`config.mk`:
```
export PLATFORM = sky130hd
export DESIGN_NAME = vhp_host_port
export DESIGN_NICKNAME = d
export VERILOG_FILES = /design/src/vhp_pkg.sv /design/src/vhp_host_port.sv
export VERILOG_INCLUDE_DIRS = /design/src /design/src/src
export SDC_FILE = /design/constraint.sdc
export NUM_CORES = 2
export LEC_CHECK = 0
export ABC_CLOCK_PERIOD_IN_PS = 4990
export BUFFER_PORTS_ARGS = -buffer_cell sky130_fd_sc_hd__buf_2
export CELL_PAD_IN_SITES_DETAIL_PLACEMENT = 1
export CELL_PAD_IN_SITES_GLOBAL_PLACEMENT = 2
export CORE_AREA = 2 2 343 480
export DETAILED_ROUTE_END_ITERATION = 10
export DIE_AREA = 0 0 345 482
export PLACE_DENSITY_LB_ADDON = 0.1
export SETUP_SLACK_MARGIN = 0.15
export SYNTH_ARGS = -nofsm -noshare
export SYNTH_HDL_FRONTEND = slang
export SYNTH_SLANG_ARGS = --single-unit
```
`constraint.sdc`:
```
create_clock -name sys_clk -period 4.99 [get_ports sys_clk]
set_input_delay 0.998 -clock sys_clk [delete_from_list [all_inputs] [get_ports sys_clk]]
set_output_delay 0.998 -clock sys_clk [all_outputs]
set_load 0.01 [all_outputs]
```
`src/vhp_consts.svh`:
```
`ifndef VHP_CONSTS_SVH
`define VHP_CONSTS_SVH

// Command register decode
`define VHP_CMD_DD_SET_BIT   7
`define VHP_CMD_CG_SET_BIT   6
`define VHP_CG_ADDR_MSB      5

// Status byte layout
`define VHP_BUSY_BIT         7
`define VHP_AC_MSB           6

// Display code RAM geometry
`define VHP_DD_DEPTH         80
`define VHP_DD_LAST          7'h4f
`define VHP_LINE_LEN         7'h28
`define VHP_LINE_LAST        7'h27
`define VHP_LINE2_BASE       7'h40
`define VHP_DEV_POSITIONS    7'h18

// User glyph RAM geometry
`define VHP_CG_DEPTH         64

// Serial frame control byte
`define VHP_SER_BITS         4'h8
`define VHP_SER_RW_BIT       2
`define VHP_SER_RS_BIT       1

// Pin synchroniser vector layout
`define VHP_PIN_W            16
`define VHP_PIN_IM           15
`define VHP_PIN_STYLE        14
`define VHP_PIN_CS           13
`define VHP_PIN_RS           12
`define VHP_PIN_EN           11
`define VHP_PIN_RW           10
`define VHP_PIN_SI           9
`define VHP_PIN_W8           8
// Pin levels held in reset: chip select and write strobe released
`define VHP_PIN_IDLE         16'h2400

`endif

```
`src/vhp_pkg.sv`:
```
package vhp_pkg;

    // Target of data transfers, chosen by the address-setting command
    typedef enum logic {
        VHP_SEL_DISPLAY,
        VHP_SEL_GLYPH
    } vhp_ram_sel_t;

    // Serial frame phase
    typedef enum logic {
        VHP_SER_CTRL,
        VHP_SER_DATA
    } vhp_ser_state_t;

    typedef logic [6:0] vhp_addr_t;
    typedef logic [7:0] vhp_byte_t;

endpackage

```
`src/vhp_host_port.sv`:
```
`timescale 1ns/10ps
`include "vhp_consts.svh"

// How it works
// - Parallel bus, 4 or 8 bits wide, or serial link; one active at a time.
// - Link select pin low picks serial, high picks parallel; host holds it.
// - Two 8-bit registers: command register and transfer register.
// - Command register is write-only; status reads never return it.
// - Select-low write loads command; select-high write stores transfer byte in RAM.
// - Select-low read gives busy on bit 7, address counter bits 6..0.
// - Busy flag always reads low.
// - Address-setting command copies its address part into the address counter.
// - Same command picks display or glyph RAM until the next one.
// - Address counter steps by one after every RAM data write or read.
// - Display RAM holds 80 codes; unused ones are general storage.
// - Display address lives in seven counter bits, bit 6 most significant.
// - One-line mode: addresses 00..4F contiguous, shown from the head.
// - One-line shift: left shows 01 first, right shows 4F first.
// - Two-line mode: lines at 00..27 and 40..67, both from the head.
// - Two-line shift wraps each line inside its own range.
// - Positions 25..40 go to the extension driver, 1..24 to this device.
module vhp_host_port #(
    parameter int FIFO_DEPTH = 2
) (
    input  wire logic            sys_clk,
    input  wire logic            rst_n,
    input  wire logic            link_type_select,
    input  wire logic            host_style_select,
    input  wire logic            bus_width8,
    input  wire logic            cs_n,
    input  wire logic            register_select,
    input  wire logic            enable_strobe,
    input  wire logic            read_write,
    input  wire logic            serial_in,
    input  wire logic [7:0]      host_data_pins_in,
    output logic [7:0]           host_data_pins_out,
    output logic                 host_data_pins_oe_n,
    output logic                 serial_out,
    output logic                 serial_oe_n,
    output logic                 write_ready,
    input  wire logic            two_line,
    input  wire logic            shift_left,
    input  wire logic            shift_right,
    input  wire logic            disp_req,
    input  wire logic            disp_line,
    input  wire logic [6:0]      disp_pos,
    output vhp_pkg::vhp_byte_t   disp_code,
    output vhp_pkg::vhp_addr_t   disp_addr,
    output logic                 disp_ext
);
    import vhp_pkg::*;

    localparam int PW = (FIFO_DEPTH > 1) ? $clog2(FIFO_DEPTH) : 1;
    localparam int CW = $clog2(FIFO_DEPTH + 1);

    // Physical display RAM index for an address in the current layout
    function automatic vhp_addr_t phys_idx(input vhp_addr_t a, input logic two);
        if (two && a[6])
            phys_idx = `VHP_LINE_LEN + {1'b0, a[5:0]};
        else
            phys_idx = a;
    endfunction

    // Address lands in a real display RAM cell for the current layout
    function automatic logic dd_valid(input vhp_addr_t a, input logic two);
        dd_valid = two ? (a[5:0] <= 6'(`VHP_LINE_LAST)) : (a <= `VHP_DD_LAST);
    endfunction

    // Address counter step after a RAM transfer
    function automatic vhp_addr_t ac_step(input vhp_addr_t a, input vhp_ram_sel_t s);
        if (s == VHP_SEL_GLYPH)
            ac_step = {1'b0, a[5:0] + 6'h01};
        else
            ac_step = a + 7'h01;
    endfunction

    // Pin synchronisers and edge stage; reset to idle levels so no false edge follows reset
    logic [`VHP_PIN_W-1:0] pin_s1_ff, pin_s2_ff, pin_s3_ff;
    logic [`VHP_PIN_W-1:0] pin_raw;
    assign pin_raw = {link_type_select, host_style_select, cs_n, register_select,
                      enable_strobe, read_write, serial_in, bus_width8, host_data_pins_in};
    always_ff @(posedge sys_clk or negedge rst_n) begin
        if (!rst_n) begin
            pin_s1_ff <= `VHP_PIN_IDLE;
            pin_s2_ff <= `VHP_PIN_IDLE;
            pin_s3_ff <= `VHP_PIN_IDLE;
        end else begin
            pin_s1_ff <= pin_raw;
            pin_s2_ff <= pin_s1_ff;
            pin_s3_ff <= pin_s2_ff;
        end
    end

    logic par_mode, style_en, sel_ok, rs_s, en_s, en_p, rw_s, rw_p, w8;
    logic [7:0] db_s;
    assign par_mode = pin_s2_ff[`VHP_PIN_IM];
    assign style_en = pin_s2_ff[`VHP_PIN_STYLE];
    assign sel_ok   = !pin_s2_ff[`VHP_PIN_CS];
    assign rs_s     = pin_s2_ff[`VHP_PIN_RS];
    assign en_s     = pin_s2_ff[`VHP_PIN_EN];
    assign en_p     = pin_s3_ff[`VHP_PIN_EN];
    assign rw_s     = pin_s2_ff[`VHP_PIN_RW];
    assign rw_p     = pin_s3_ff[`VHP_PIN_RW];
    assign w8       = pin_s2_ff[`VHP_PIN_W8];
    assign db_s     = pin_s2_ff[7:0];

    // Parallel strobe decode for both host styles
    logic p_rd_act, p_rd_act_prev, p_wr_done, p_rd_start;
    assign p_rd_act      = par_mode && sel_ok && (style_en ? (en_s && rw_s) : !en_s);
    assign p_rd_act_prev = par_mode && sel_ok && (style_en ? (en_p && rw_p) : !en_p);
    assign p_wr_done     = par_mode && sel_ok &&
                           (style_en ? (en_p && !en_s && !rw_s) : (!rw_p && rw_s));
    assign p_rd_start    = p_rd_act && !p_rd_act_prev;

    // Nibble pairing in 4-bit mode, high nibble first
    logic nib_lo_ff, rd_nib_lo_ff;
    logic [3:0] nib_hi_ff;
    always_ff @(posedge sys_clk or negedge rst_n) begin
        if (!rst_n) begin
            nib_lo_ff <= 1'b0;
            nib_hi_ff <= 4'h0;
        end else if (!par_mode || w8) begin
            nib_lo_ff <= 1'b0;
        end else if (p_wr_done) begin
            nib_lo_ff <= !nib_lo_ff;
            nib_hi_ff <= db_s[7:4];
        end
    end
    always_ff @(posedge sys_clk or negedge rst_n) begin
        if (!rst_n)
            rd_nib_lo_ff <= 1'b0;
        else if (!par_mode || w8)
            rd_nib_lo_ff <= 1'b0;
        else if (p_rd_start)
            rd_nib_lo_ff <= !rd_nib_lo_ff;
    end

    // Serial link: strobe frames, clock rising samples, falling shifts out
    logic stb_s, stb_p, sck_rise, sck_fall, ser_rw_ff, ser_rs_ff;
    logic [3:0] ser_cnt_ff;
    logic [7:0] ser_sh_ff;
    vhp_ser_state_t ser_st_ff;
    logic ser_byte, ser_wr_push, ser_rd_fetch;
    assign stb_s     = !par_mode && !pin_s2_ff[`VHP_PIN_RS] && sel_ok;
    assign stb_p     = !pin_s3_ff[`VHP_PIN_IM] && !pin_s3_ff[`VHP_PIN_RS] && !pin_s3_ff[`VHP_PIN_CS];
    assign sck_rise  = stb_s && en_s && !en_p;
    assign sck_fall  = stb_s && !en_s && en_p;
    assign ser_byte  = sck_rise && (ser_cnt_ff == `VHP_SER_BITS - 4'h1);
    assign ser_wr_push  = ser_byte && (ser_st_ff == VHP_SER_DATA) && !ser_rw_ff;
    assign ser_rd_fetch = ser_byte && (ser_st_ff == VHP_SER_CTRL) && ser_sh_ff[`VHP_SER_RW_BIT - 1];
    always_ff @(posedge sys_clk or negedge rst_n) begin
        if (!rst_n) begin
            ser_cnt_ff <= 4'h0;
            ser_st_ff  <= VHP_SER_CTRL;
            ser_rw_ff  <= 1'b0;
            ser_rs_ff  <= 1'b0;
        end else if (stb_s && !stb_p) begin
            ser_cnt_ff <= 4'h0;
            ser_st_ff  <= VHP_SER_CTRL;
        end else if (sck_rise) begin
            ser_cnt_ff <= ser_byte ? 4'h0 : ser_cnt_ff + 4'h1;
            if (ser_byte && ser_st_ff == VHP_SER_CTRL) begin
                ser_st_ff <= VHP_SER_DATA;
                ser_rw_ff <= ser_sh_ff[`VHP_SER_RW_BIT - 1];
                ser_rs_ff <= ser_sh_ff[`VHP_SER_RS_BIT - 1];
            end
        end
    end
    always_ff @(posedge sys_clk or negedge rst_n) begin
        if (!rst_n)
            ser_sh_ff <= 8'h00;
        else if (sck_rise)
            ser_sh_ff <= {ser_sh_ff[6:0], pin_s2_ff[`VHP_PIN_SI]};
    end

    // Requests merged from whichever link is active
    logic push_valid, push_rs, rd_fetch, rd_rs;
    vhp_byte_t push_data;
    assign push_valid = ser_wr_push || (p_wr_done && (w8 || nib_lo_ff));
    assign push_rs    = par_mode ? rs_s : ser_rs_ff;
    assign push_data  = !par_mode ? {ser_sh_ff[6:0], pin_s2_ff[`VHP_PIN_SI]} :
                        w8 ? db_s : {nib_hi_ff, db_s[7:4]};
    assign rd_fetch   = ser_rd_fetch || (p_rd_start && (w8 || !rd_nib_lo_ff));
    assign rd_rs      = par_mode ? rs_s : ser_sh_ff[`VHP_SER_RS_BIT - 1];

    // Two-entry write buffer in front of the register core
    logic [8:0] fifo_mem [FIFO_DEPTH];
    logic [PW-1:0] wr_ptr_ff, rd_ptr_ff;
    logic [CW-1:0] cnt_ff, nxt_cnt;
    logic in_ready, out_valid, out_ready, do_push, do_pop, pop_rs;
    vhp_byte_t pop_data;
    assign in_ready  = cnt_ff != CW'(FIFO_DEPTH);
    assign out_valid = cnt_ff != '0;
    assign out_ready = !rd_fetch && !disp_req;
    assign do_push   = push_valid && in_ready;
    assign do_pop    = out_valid && out_ready;
    assign pop_rs    = fifo_mem[rd_ptr_ff][8];
    assign pop_data  = fifo_mem[rd_ptr_ff][7:0];
    assign nxt_cnt   = cnt_ff + CW'(do_push) - CW'(do_pop);
    always_ff @(posedge sys_clk or negedge rst_n) begin
        if (!rst_n) begin
            wr_ptr_ff <= '0;
            rd_ptr_ff <= '0;
            cnt_ff    <= '0;
            write_ready <= 1'b1;
        end else begin
            cnt_ff      <= nxt_cnt;
            write_ready <= nxt_cnt != CW'(FIFO_DEPTH);
            if (do_push)
                wr_ptr_ff <= (wr_ptr_ff == PW'(FIFO_DEPTH - 1)) ? '0 : wr_ptr_ff + PW'(1);
            if (do_pop)
                rd_ptr_ff <= (rd_ptr_ff == PW'(FIFO_DEPTH - 1)) ? '0 : rd_ptr_ff + PW'(1);
        end
    end
    always_ff @(posedge sys_clk) begin
        if (do_push)
            fifo_mem[wr_ptr_ff] <= {push_rs, push_data};
    end

    // Command register, address counter and RAM target
    vhp_byte_t cmd_ff;
    vhp_addr_t ac_ff;
    vhp_ram_sel_t sel_ff;
    always_ff @(posedge sys_clk or negedge rst_n) begin
        if (!rst_n) begin
            cmd_ff <= 8'h00;
            ac_ff  <= 7'h00;
            sel_ff <= VHP_SEL_DISPLAY;
        end else if (rd_fetch && rd_rs) begin
            ac_ff <= ac_step(ac_ff, sel_ff);
        end else if (do_pop && !pop_rs) begin
            cmd_ff <= pop_data;
            if (pop_data[`VHP_CMD_DD_SET_BIT]) begin
                ac_ff  <= pop_data[`VHP_AC_MSB:0];
                sel_ff <= VHP_SEL_DISPLAY;
            end else if (pop_data[`VHP_CMD_CG_SET_BIT]) begin
                ac_ff  <= {1'b0, pop_data[`VHP_CG_ADDR_MSB:0]};
                sel_ff <= VHP_SEL_GLYPH;
            end
        end else if (do_pop) begin
            ac_ff <= ac_step(ac_ff, sel_ff);
        end
    end

    // Display code and glyph storage
    vhp_byte_t dd_ram [`VHP_DD_DEPTH];
    vhp_byte_t cg_ram [`VHP_CG_DEPTH];
    vhp_addr_t ac_phys;
    assign ac_phys = phys_idx(ac_ff, two_line);
    always_ff @(posedge sys_clk) begin
        if (do_pop && pop_rs) begin
            if (sel_ff == VHP_SEL_GLYPH)
                cg_ram[ac_ff[5:0]] <= pop_data;
            else if (dd_valid(ac_ff, two_line))
                dd_ram[ac_phys] <= pop_data;
        end
    end

    // Transfer register: byte captured for the host on each read
    vhp_byte_t xfer_ff, ram_rd;
    always_comb begin
        if (sel_ff == VHP_SEL_GLYPH)
            ram_rd = cg_ram[ac_ff[5:0]];
        else if (dd_valid(ac_ff, two_line))
            ram_rd = dd_ram[ac_phys];
        else
            ram_rd = 8'h00;
    end
    always_ff @(posedge sys_clk or negedge rst_n) begin
        if (!rst_n)
            xfer_ff <= 8'h00;
        else if (rd_fetch)
            xfer_ff <= rd_rs ? ram_rd : {1'b0, ac_ff};
    end

    // Parallel read drive; in 4-bit mode nibbles share the upper lanes
    always_ff @(posedge sys_clk or negedge rst_n) begin
        if (!rst_n) begin
            host_data_pins_out  <= 8'h00;
            host_data_pins_oe_n <= 1'b1;
        end else begin
            host_data_pins_oe_n <= !p_rd_act;
            if (w8)
                host_data_pins_out <= rd_fetch ? (rd_rs ? ram_rd : {1'b0, ac_ff}) : xfer_ff;
            else if (rd_fetch)
                host_data_pins_out <= rd_rs ? {ram_rd[7:4], 4'h0} : {1'b0, ac_ff[6:4], 4'h0};
            else if (p_rd_start)
                host_data_pins_out <= {xfer_ff[3:0], 4'h0};
        end
    end

    // Serial read drive, most significant bit first
    logic [7:0] ser_out_sh_ff;
    always_ff @(posedge sys_clk or negedge rst_n) begin
        if (!rst_n) begin
            ser_out_sh_ff <= 8'h00;
            serial_out    <= 1'b0;
            serial_oe_n   <= 1'b1;
        end else begin
            serial_oe_n <= !(stb_s && ser_st_ff == VHP_SER_DATA && ser_rw_ff);
            if (ser_rd_fetch) begin
                ser_out_sh_ff <= {(rd_rs ? ram_rd[6:0] : ac_ff), 1'b0};
                serial_out    <= rd_rs ? ram_rd[7] : 1'b0;
            end else if (sck_fall && ser_st_ff == VHP_SER_DATA) begin
                ser_out_sh_ff <= {ser_out_sh_ff[6:0], 1'b0};
                serial_out    <= ser_out_sh_ff[7];
            end
        end
    end

    // Shift offset, wrapping over 80 cells or 40 per line
    vhp_addr_t shift_ff, wrap_last;
    assign wrap_last = two_line ? `VHP_LINE_LAST : `VHP_DD_LAST;
    always_ff @(posedge sys_clk or negedge rst_n) begin
        if (!rst_n)
            shift_ff <= 7'h00;
        else if (shift_left && !shift_right)
            shift_ff <= (shift_ff >= wrap_last) ? 7'h00 : shift_ff + 7'h01;
        else if (shift_right && !shift_left)
            shift_ff <= (shift_ff == 7'h00) ? wrap_last : shift_ff - 7'h01;
    end

    // Display fetch: position plus offset, wrapped in its line; the room left avoids a 7-bit overflow
    vhp_addr_t pos_room, pos_wrap, line_addr;
    assign pos_room  = wrap_last - shift_ff;
    assign pos_wrap  = (disp_pos > pos_room) ? disp_pos - pos_room - 7'h01 : disp_pos + shift_ff;
    assign line_addr = (two_line && disp_line) ? (`VHP_LINE2_BASE | pos_wrap) : pos_wrap;
    always_ff @(posedge sys_clk or negedge rst_n) begin
        if (!rst_n) begin
            disp_code <= 8'h00;
            disp_addr <= 7'h00;
            disp_ext  <= 1'b0;
        end else if (disp_req) begin
            disp_addr <= line_addr;
            disp_code <= dd_ram[phys_idx(line_addr, two_line)];
            disp_ext  <= disp_pos >= `VHP_DEV_POSITIONS;
        end
    end
endmodule

```
* After elaboration in Yosys (flattened, before gate mapping) *
Memory sizes are Yosys's and may differ from the RTL's. A register that Yosys moved wholly into a read port is not among the register bits.
Cells that the tools add are included.

cells by class
  $add $sub $neg = 15
  eq/ne operators = 4
  bitwise gates (word level) = 4
  magnitude comparators = 5
  multiplexer cells = 61
  reductions and logical operators = 84

operators with widths
  operator             count
  $mux 7               17
  $mux 8               12
  $logic_and 1x1->1    40
  $mux 1               29
  $logic_not 1->1      23
  $reduce_bool 2->1    8
  $add 6x6->7 const A  2
  $add 7x1->7 const B  2
  $sub 7x1->7 const B  2
  $sub 7x7->7          2
  $mux 4               3
  $add 7x7->7          1
  $ge 7x5->1 const B   1
  $ge 7x7->1           1
  $gt 7x7->1           1
  $le 7x7->1 const B   1
  $logic_not 7->1      1
  $add 6x1->6 const B  1
  $le 6x6->1 const B   1
  $reduce_and 2->1     3
  $reduce_and 3->1     2
  $reduce_bool 3->1    2
  $logic_or 1x1->1     5
  $add 4x1->4 const B  1
  7 further kinds      12

word-level totals
  flip-flop bits (word level) = 123
  memories kept = 3
  bits of input ports = 30
  RAM bits = 1,170
  word-level logic and storage cells = 202
  output and inout port bits = 28

memory list
  name      depth  bits a word  read ports  clocked after Yosys merged registers in  write ports  line                  source
  dd_ram    80     8            2           1                                        1            vhp_host_port.sv:246  vhp_byte_t dd_ram [`VHP_DD_DEPTH];
  cg_ram    64     8            1           0                                        1            vhp_host_port.sv:247  vhp_byte_t cg_ram [`VHP_CG_DEPTH];
  fifo_mem  2      9            1           0                                        1            vhp_host_port.sv:187  logic [8:0] fifo_mem [FIFO_DEPTH];

* Logic depth before layout (Yosys ltp) *
  depth in word-level cells = 15
  gate-level depth with buffers = 20
  gate-level depth less buffers = 18

* Worst setup path before layout *
OpenSTA, ideal clock, no wires.

  kind = in2reg
  start point = in two_line
  end point = reg disp_code[1] (read register of dd_ram)
  buffers on the path = 3
  library setup time = 0.125 ns
  required time = 4.865 ns
  path slack = 0.311 ns
  stages on the path = 19
  arrival = 4.554 ns
  cell sequence = clkbuf_1 -> inv_1 -> ha_1 -> xor2_1 -> ha_1 -> nand3_1 -> o22ai_1 -> a41o_1 -> buf_2 -> mux2_2 -> clkinv_1 -> ha_1 -> clkbuf_1 -> inv_1 -> nor3_1 -> mux2i_1 -> o22ai_1 -> o32ai_1 -> nor2_1

on the way
  cells in the longest elaborated chain, start to end = 9
  elaborated cells between the ends (all ways) = 12
  those cells by class = add/sub: 4; order compare: 1; mux: 5; reduce/logical: 2

RTL lines
  item                    line                  source
  start: declaration      vhp_host_port.sv:41   input wire logic two_line,
  $mux 7 (no line) (*)    n/a
  $sub 7x7->7 (*)         vhp_host_port.sv:325  assign pos_room = wrap_last - shift_ff;
  $sub 7x7->7             vhp_host_port.sv:326  assign pos_wrap = (disp_pos > pos_room) ? disp_pos - pos_room - 7'h01 : disp_pos + shift_ff;
  $sub 7x1->7             vhp_host_port.sv:326
  $mux 7 (*)              vhp_host_port.sv:326
  $mux 7 (*)              vhp_host_port.sv:327  assign line_addr = (two_line && disp_line) ? (`VHP_LINE2_BASE | pos_wrap) : pos_wrap;
  named net line_addr[4]  vhp_host_port.sv:324  vhp_addr_t pos_room, pos_wrap, line_addr;
  $add 6x6->7 (no line)   n/a
  $mux 7 (*)              vhp_host_port.sv:58   if (two && a[6])
  $mux 7 (*)              vhp_host_port.sv:333  end else if (disp_req) begin
  end: declaration        vhp_host_port.sv:47   output vhp_pkg::vhp_byte_t disp_code,

Mark *: on every way through the listed nets, which the timed path passes. The rest lies on a longest branch. The select of a mux whose other input is x is not followed.
A chain may end at the register's enable or synchronous reset.

* Final worst setup path *
  start point = reg ac_ff[2]
  end point = reg xfer_ff[2]

on the way
  cells in the longest elaborated chain, start to end = 7
  elaborated cells between the ends (all ways) = 11
  those cells by class = add/sub: 1; order compare: 2; mux: 6; memory: 2

RTL lines
  item                      line                  source
  start: declaration        vhp_host_port.sv:222  vhp_addr_t ac_ff;
  start signal: assignment  vhp_host_port.sv:230  ac_ff <= ac_step(ac_ff, sel_ff);
  start signal: assignment  vhp_host_port.sv:234  ac_ff <= pop_data[`VHP_AC_MSB:0];
  start signal: assignment  vhp_host_port.sv:237  ac_ff <= {1'b0, pop_data[`VHP_CG_ADDR_MSB:0]};
  $add 6x6->7 (no line)     n/a
  $mux 7                    vhp_host_port.sv:58
  $mem_v2 80x8              n/a
  $mux 8                    vhp_host_port.sv:264  else if (dd_valid(ac_ff, two_line))
  $mux 8                    vhp_host_port.sv:262  if (sel_ff == VHP_SEL_GLYPH)
  $mux 8 (*)                vhp_host_port.sv:273  xfer_ff <= rd_rs ? ram_rd : {1'b0, ac_ff};
  $mux 8 (*)                n/a
  end signal: assignment    vhp_host_port.sv:273
  end: declaration          vhp_host_port.sv:260  vhp_byte_t xfer_ff, ram_rd;

Every way passes the cells marked *; elsewhere a longest branch is shown, timed or not.

==> implementation parameters <==
Parameter                              Value

Placement
  Port Buffer Count    57
  Sum of net half-perimeters after detailed placement    154000 µm
  Number of cells after detailed placement    between 5000 and 6000
  Pre-CTS setup slack    -0.118 ns
  Instance area after placement    61300 µm²
  Placer's final routability congestion estimate    0.892

Setup path
  Crit Path Class    reg2reg
  Signal arrival time at the worst endpoint    5.45 ns
  Element type at the critical path start    register
  Crit path max fanout    43
  Critical path data required time    5.71 ns
  Kind of end point of the critical path    register

Layout
  Share of cells above drive strength 1    25.5%
  Area of all placed cells without fillers    around 66000 µm²
  Area growth from synthesis to layout    16.6%
  Layout Cells excl Fill    6056
  Storage element area    38100 µm²
  Highest-count cells in the layout ignoring fill and taps    sky130_fd_sc_hd__edfxtp_1 (1170), sky130_fd_sc_hd__buf_4 (316), sky130_fd_sc_hd__nor2_1 (269)
  Most frequent standard cell in the layout excluding fill and tap cells    sky130_fd_sc_hd__edfxtp_1
  Footprint of the multi-input gates    about 17000 µm²
  Fill cell count    around 16000
  Final net count    3878

Global routing
  Wire length of the first global-routing pass    between 300000 and 400000 µm
  Total track usage    27.0%
  Largest net degree at the start of global routing    90
  Global route overflow    0
  Number of global-route vias before repair    38800
  Initial antenna violation count    3

Routing
  Post-route antenna net violation count    0
  Via count normalized by instance count    6.00
  Final wirelength    225000 µm
  Drt initial violations    between 3000 and 4000
  Post-DR wirelength/cell    37.2 µm
  Number of DRC violations after detailed routing    0
  Drt first pass iters    6
  Total number of vias    around 36000

STA
  Relative slew slack    13.4%
  Aggregate negative setup slack    0 ns
  Final Slew Violations    0
  Final Hold Violating Endpoints    0
  Shortest clock period the worst path allows after layout    4.73 ns
  Final Skew    around 0.024 ns
  Final hold slack    0.124 ns
  Final WS setup    roughly 0.26 ns
  Share of the cycle needed by the critical path after routing    94.7%
  Peak clock frequency supported by timing    around 210 MHz
  Slew at the pin closest to its max-slew limit    ~1.3 ns
  Unrepaired setup endpoints after global routing    no
  Final setup fails    0

Die
  Effective utilization at floorplan    34.8%
  Die outline area    166000 µm²
  Num rows    around 180
  I/O pin cnt    58
  Chip Width    345 µm
  Core Box Area    162000 µm²
  Die Ht    482 µm

Pwr
  Fraction of power spent switching nets    41.9%
  Leakage power figure    21.8 nW
  Fraction of power consumed by sequential logic    about 30%
  Cell Pwr Density    681 nW/µm²
  Share of power burned in combinational logic    47.4%
  Design internal power    26.0 mW
  Switching power    18.7 mW
  Part of the power in the clock network    22.9%
  Maximum ir drop on the vdd rail    0.431 mV

Clock tree
  Clk Tree Root Cell    sky130_fd_sc_hd__clkbuf_16
  Sinks on Clock Net    1289
  Worst-Skew Late Latency    0.80 ns
  TritonCTS clock tree    built
  Quantity of hold-fixing buffers added after cts    0
  Clock-pin slew of the registers on the worst-case setup and hold paths    0.06 ns
  Number of clock buffers inserted by TritonCTS    about 140
  Setup bufs post-CTS    0
  Clock tree buffer depth    3
  H-tree depth    4

Logic synthesis
  Total nets after synthesis    3578
  Synth async-reset ratio    9.23%
  Number of different library cells in the post-synthesis netlist    88
  Register area share after synthesis    67.7%
  Netlist Area Pre-Place    56300 µm²
  Number of flip-flops and latches in the synthesized netlist    1289
  Mapped Cells    3521
  Mean instance size in the synthesized netlist    around 16 µm²
  EDFF count, synth    1170
  Number of warnings reported in the yosys synthesis log    0
  Primary FF master, synth    sky130_fd_sc_hd__edfxtp_1

Flow run
  Number of max-cap violations    0

Min path
  Worst hold path type    in2async

Status
  Status    finished, final reports clean
## power groups by stage
stage          Clock, mW  Sequential, mW  Combinational [mW]
2_1_floorplan          0            13.2                11.0
3_3_place_gp           0            13.5                21.0
3_5_place_dp           0            13.5                21.1
4_1_cts             10.4            13.3                21.2
5_1_grt             10.8            13.3                21.9
6_report            10.2            13.3                21.2
## worst paths after layout
path	startpoint	endpoint	slack, ns	depth (start not counted)
worst max-delay path	ac_ff[2]$_DFFE_PN0P_	xfer_ff[2]$_DFF_PN0_	0.26	8
worst min-delay path	rst_n	disp_addr[2]$_DFFE_PN0P_	0.12	1
worst max register to register	ac_ff[2]$_DFFE_PN0P_	xfer_ff[2]$_DFF_PN0_	0.26	8
worst min register to register	pin_s1_ff[8]$_DFF_PN0_	pin_s2_ff[8]$_DFF_PN0_	0.35	0
max in group asynchronous	rst_n	pin_s1_ff[10]$_DFF_PN1_	3.65	2
min in group sys_clk	read_write	pin_s1_ff[10]$_DFF_PN1_	0.30	1
## synthesized netlist by cell type (7+ instances only)
cell type | n | area [µm²]
sky130_fd_sc_hd__buf_1 | 29 | 109
sky130_fd_sc_hd__o221ai_1 | 16 | 140
sky130_fd_sc_hd__dfrtp_1 | 110 | 2750
sky130_fd_sc_hd__a22oi_1 | 129 | 968
sky130_fd_sc_hd__nor2b_1 | 13 | 81.3
sky130_fd_sc_hd__edfxtp_1 | 1170 | 35100
sky130_fd_sc_hd__clkbuf_1 | 112 | 420
sky130_fd_sc_hd__nand2_2 | 8 | 50.1
sky130_fd_sc_hd__inv_1 | 26 | 97.6
sky130_fd_sc_hd__nand2b_1 | 8 | 50.1
sky130_fd_sc_hd__mux2_2 | 110 | 1240
sky130_fd_sc_hd__buf_2 | 69 | 345
sky130_fd_sc_hd__o21ai_0 | 96 | 480
sky130_fd_sc_hd__a211oi_1 | 14 | 105
sky130_fd_sc_hd__nor3_1 | 30 | 150
sky130_fd_sc_hd__buf_4 | 25 | 188
sky130_fd_sc_hd__mux2i_1 | 136 | 1360
sky130_fd_sc_hd__and2_1 | 10 | 62.6
sky130_fd_sc_hd__a21oi_1 | 118 | 591
sky130_fd_sc_hd__o211ai_1 | 7 | 52.6
sky130_fd_sc_hd__a222oi_1 | 10 | 100
sky130_fd_sc_hd__dfstp_2 | 9 | 236
sky130_fd_sc_hd__nor4_1 | 15 | 93.8
sky130_fd_sc_hd__a22o_1 | 39 | 342
sky130_fd_sc_hd__a31oi_1 | 30 | 188
sky130_fd_sc_hd__o21a_1 | 12 | 90.1
sky130_fd_sc_hd__nor2_1 | 271 | 1020
sky130_fd_sc_hd__a221oi_1 | 135 | 1180
sky130_fd_sc_hd__xnor2_1 | 18 | 158
sky130_fd_sc_hd__mux4_2 | 229 | 5160
sky130_fd_sc_hd__a221o_1 | 25 | 250
sky130_fd_sc_hd__o21bai_1 | 7 | 52.6
sky130_fd_sc_hd__and3_1 | 11 | 68.8
sky130_fd_sc_hd__o22ai_1 | 73 | 457
sky130_fd_sc_hd__nand3_1 | 27 | 135
sky130_fd_sc_hd__a21o_1 | 10 | 75.1
sky130_fd_sc_hd__or3_1 | 7 | 43.8
sky130_fd_sc_hd__ha_1 | 26 | 325
sky130_fd_sc_hd__nand2_1 | 189 | 709
sky130_fd_sc_hd__nand4_1 | 14 | 87.6
## kinds of logic after synthesis
| family | after synthesis | synth area share (%) |
|---|---|---|
| buf+inv | 269 | 2.17 |
| simple gates | 636 | 4.99 |
| compound gates | 801 | 10.4 |
| mux | 475 | 13.8 |
| xor+xnor | 24 | 0.387 |
| flops | 1289 | 67.7 |
| fa+ha+maj | 27 | 0.613 |
## state kept, by name, summed over array words and instances (netlist names), 2 cells and up
register,count
shift_ff,7
dd_ram,640
ser_cnt_ff,4
disp_addr,7
nib_hi_ff,4
ac_ff,7
fifo_mem,18
xfer_ff,8
pin_s1_ff,16
pin_s2_ff,16
cg_ram,512
ser_out_sh_ff,7
cnt_ff,2
disp_code,8
host_data_pins_out,8
ser_sh_ff,7
pin_s3_ff,5
## critical path, stage by stage (launching register included)
cell and delay, ns:
sky130_fd_sc_hd__dfrtp_4 0.91, sky130_fd_sc_hd__and2_1 1.10, sky130_fd_sc_hd__a221oi_1 0.23, sky130_fd_sc_hd__o21ai_0 0.90
sky130_fd_sc_hd__a2111oi_0 0.37, sky130_fd_sc_hd__or3_1 0.55, sky130_fd_sc_hd__nand3_1 0.18, sky130_fd_sc_hd__o21ai_0 0.14
sky130_fd_sc_hd__o21ai_0 0.21
## metrics by stage
stage          utilization [%]  power [mW]
2_1_floorplan                -        24.2
3_3_place_gp              37.8        34.5
3_5_place_dp              37.8        34.6
4_1_cts                   40.5        44.9
5_1_grt                   40.5        46.0
6_report                  40.5        44.7
## metal layers
layer	GRT usage, %	up-vias	wire length [µm]
li1	-	15000	-
met1	32.5	19600	87300
met2	48.0	1305	116000
met3	3.26	388	10300
met4	13.2	0	11900
met5	0	-	0
## cell type report
cell class                 instances  area share [%]
inverter                          30           0.181
clock inverter                    75            1.11
antenna                            4          0.0152
sequential                      1289            58.1
tap                             2124            4.05
multi-input combinational       1963            26.1
clock buffer                     171            5.57
timing repair buffer             400            4.88
## timing repair
action,CTS,global route
hold endpoints to repair,0,0
setup endpoints to repair,0,6
gates resized for setup,0,4
No activity file was read; power rests on OpenSTA's default activity.
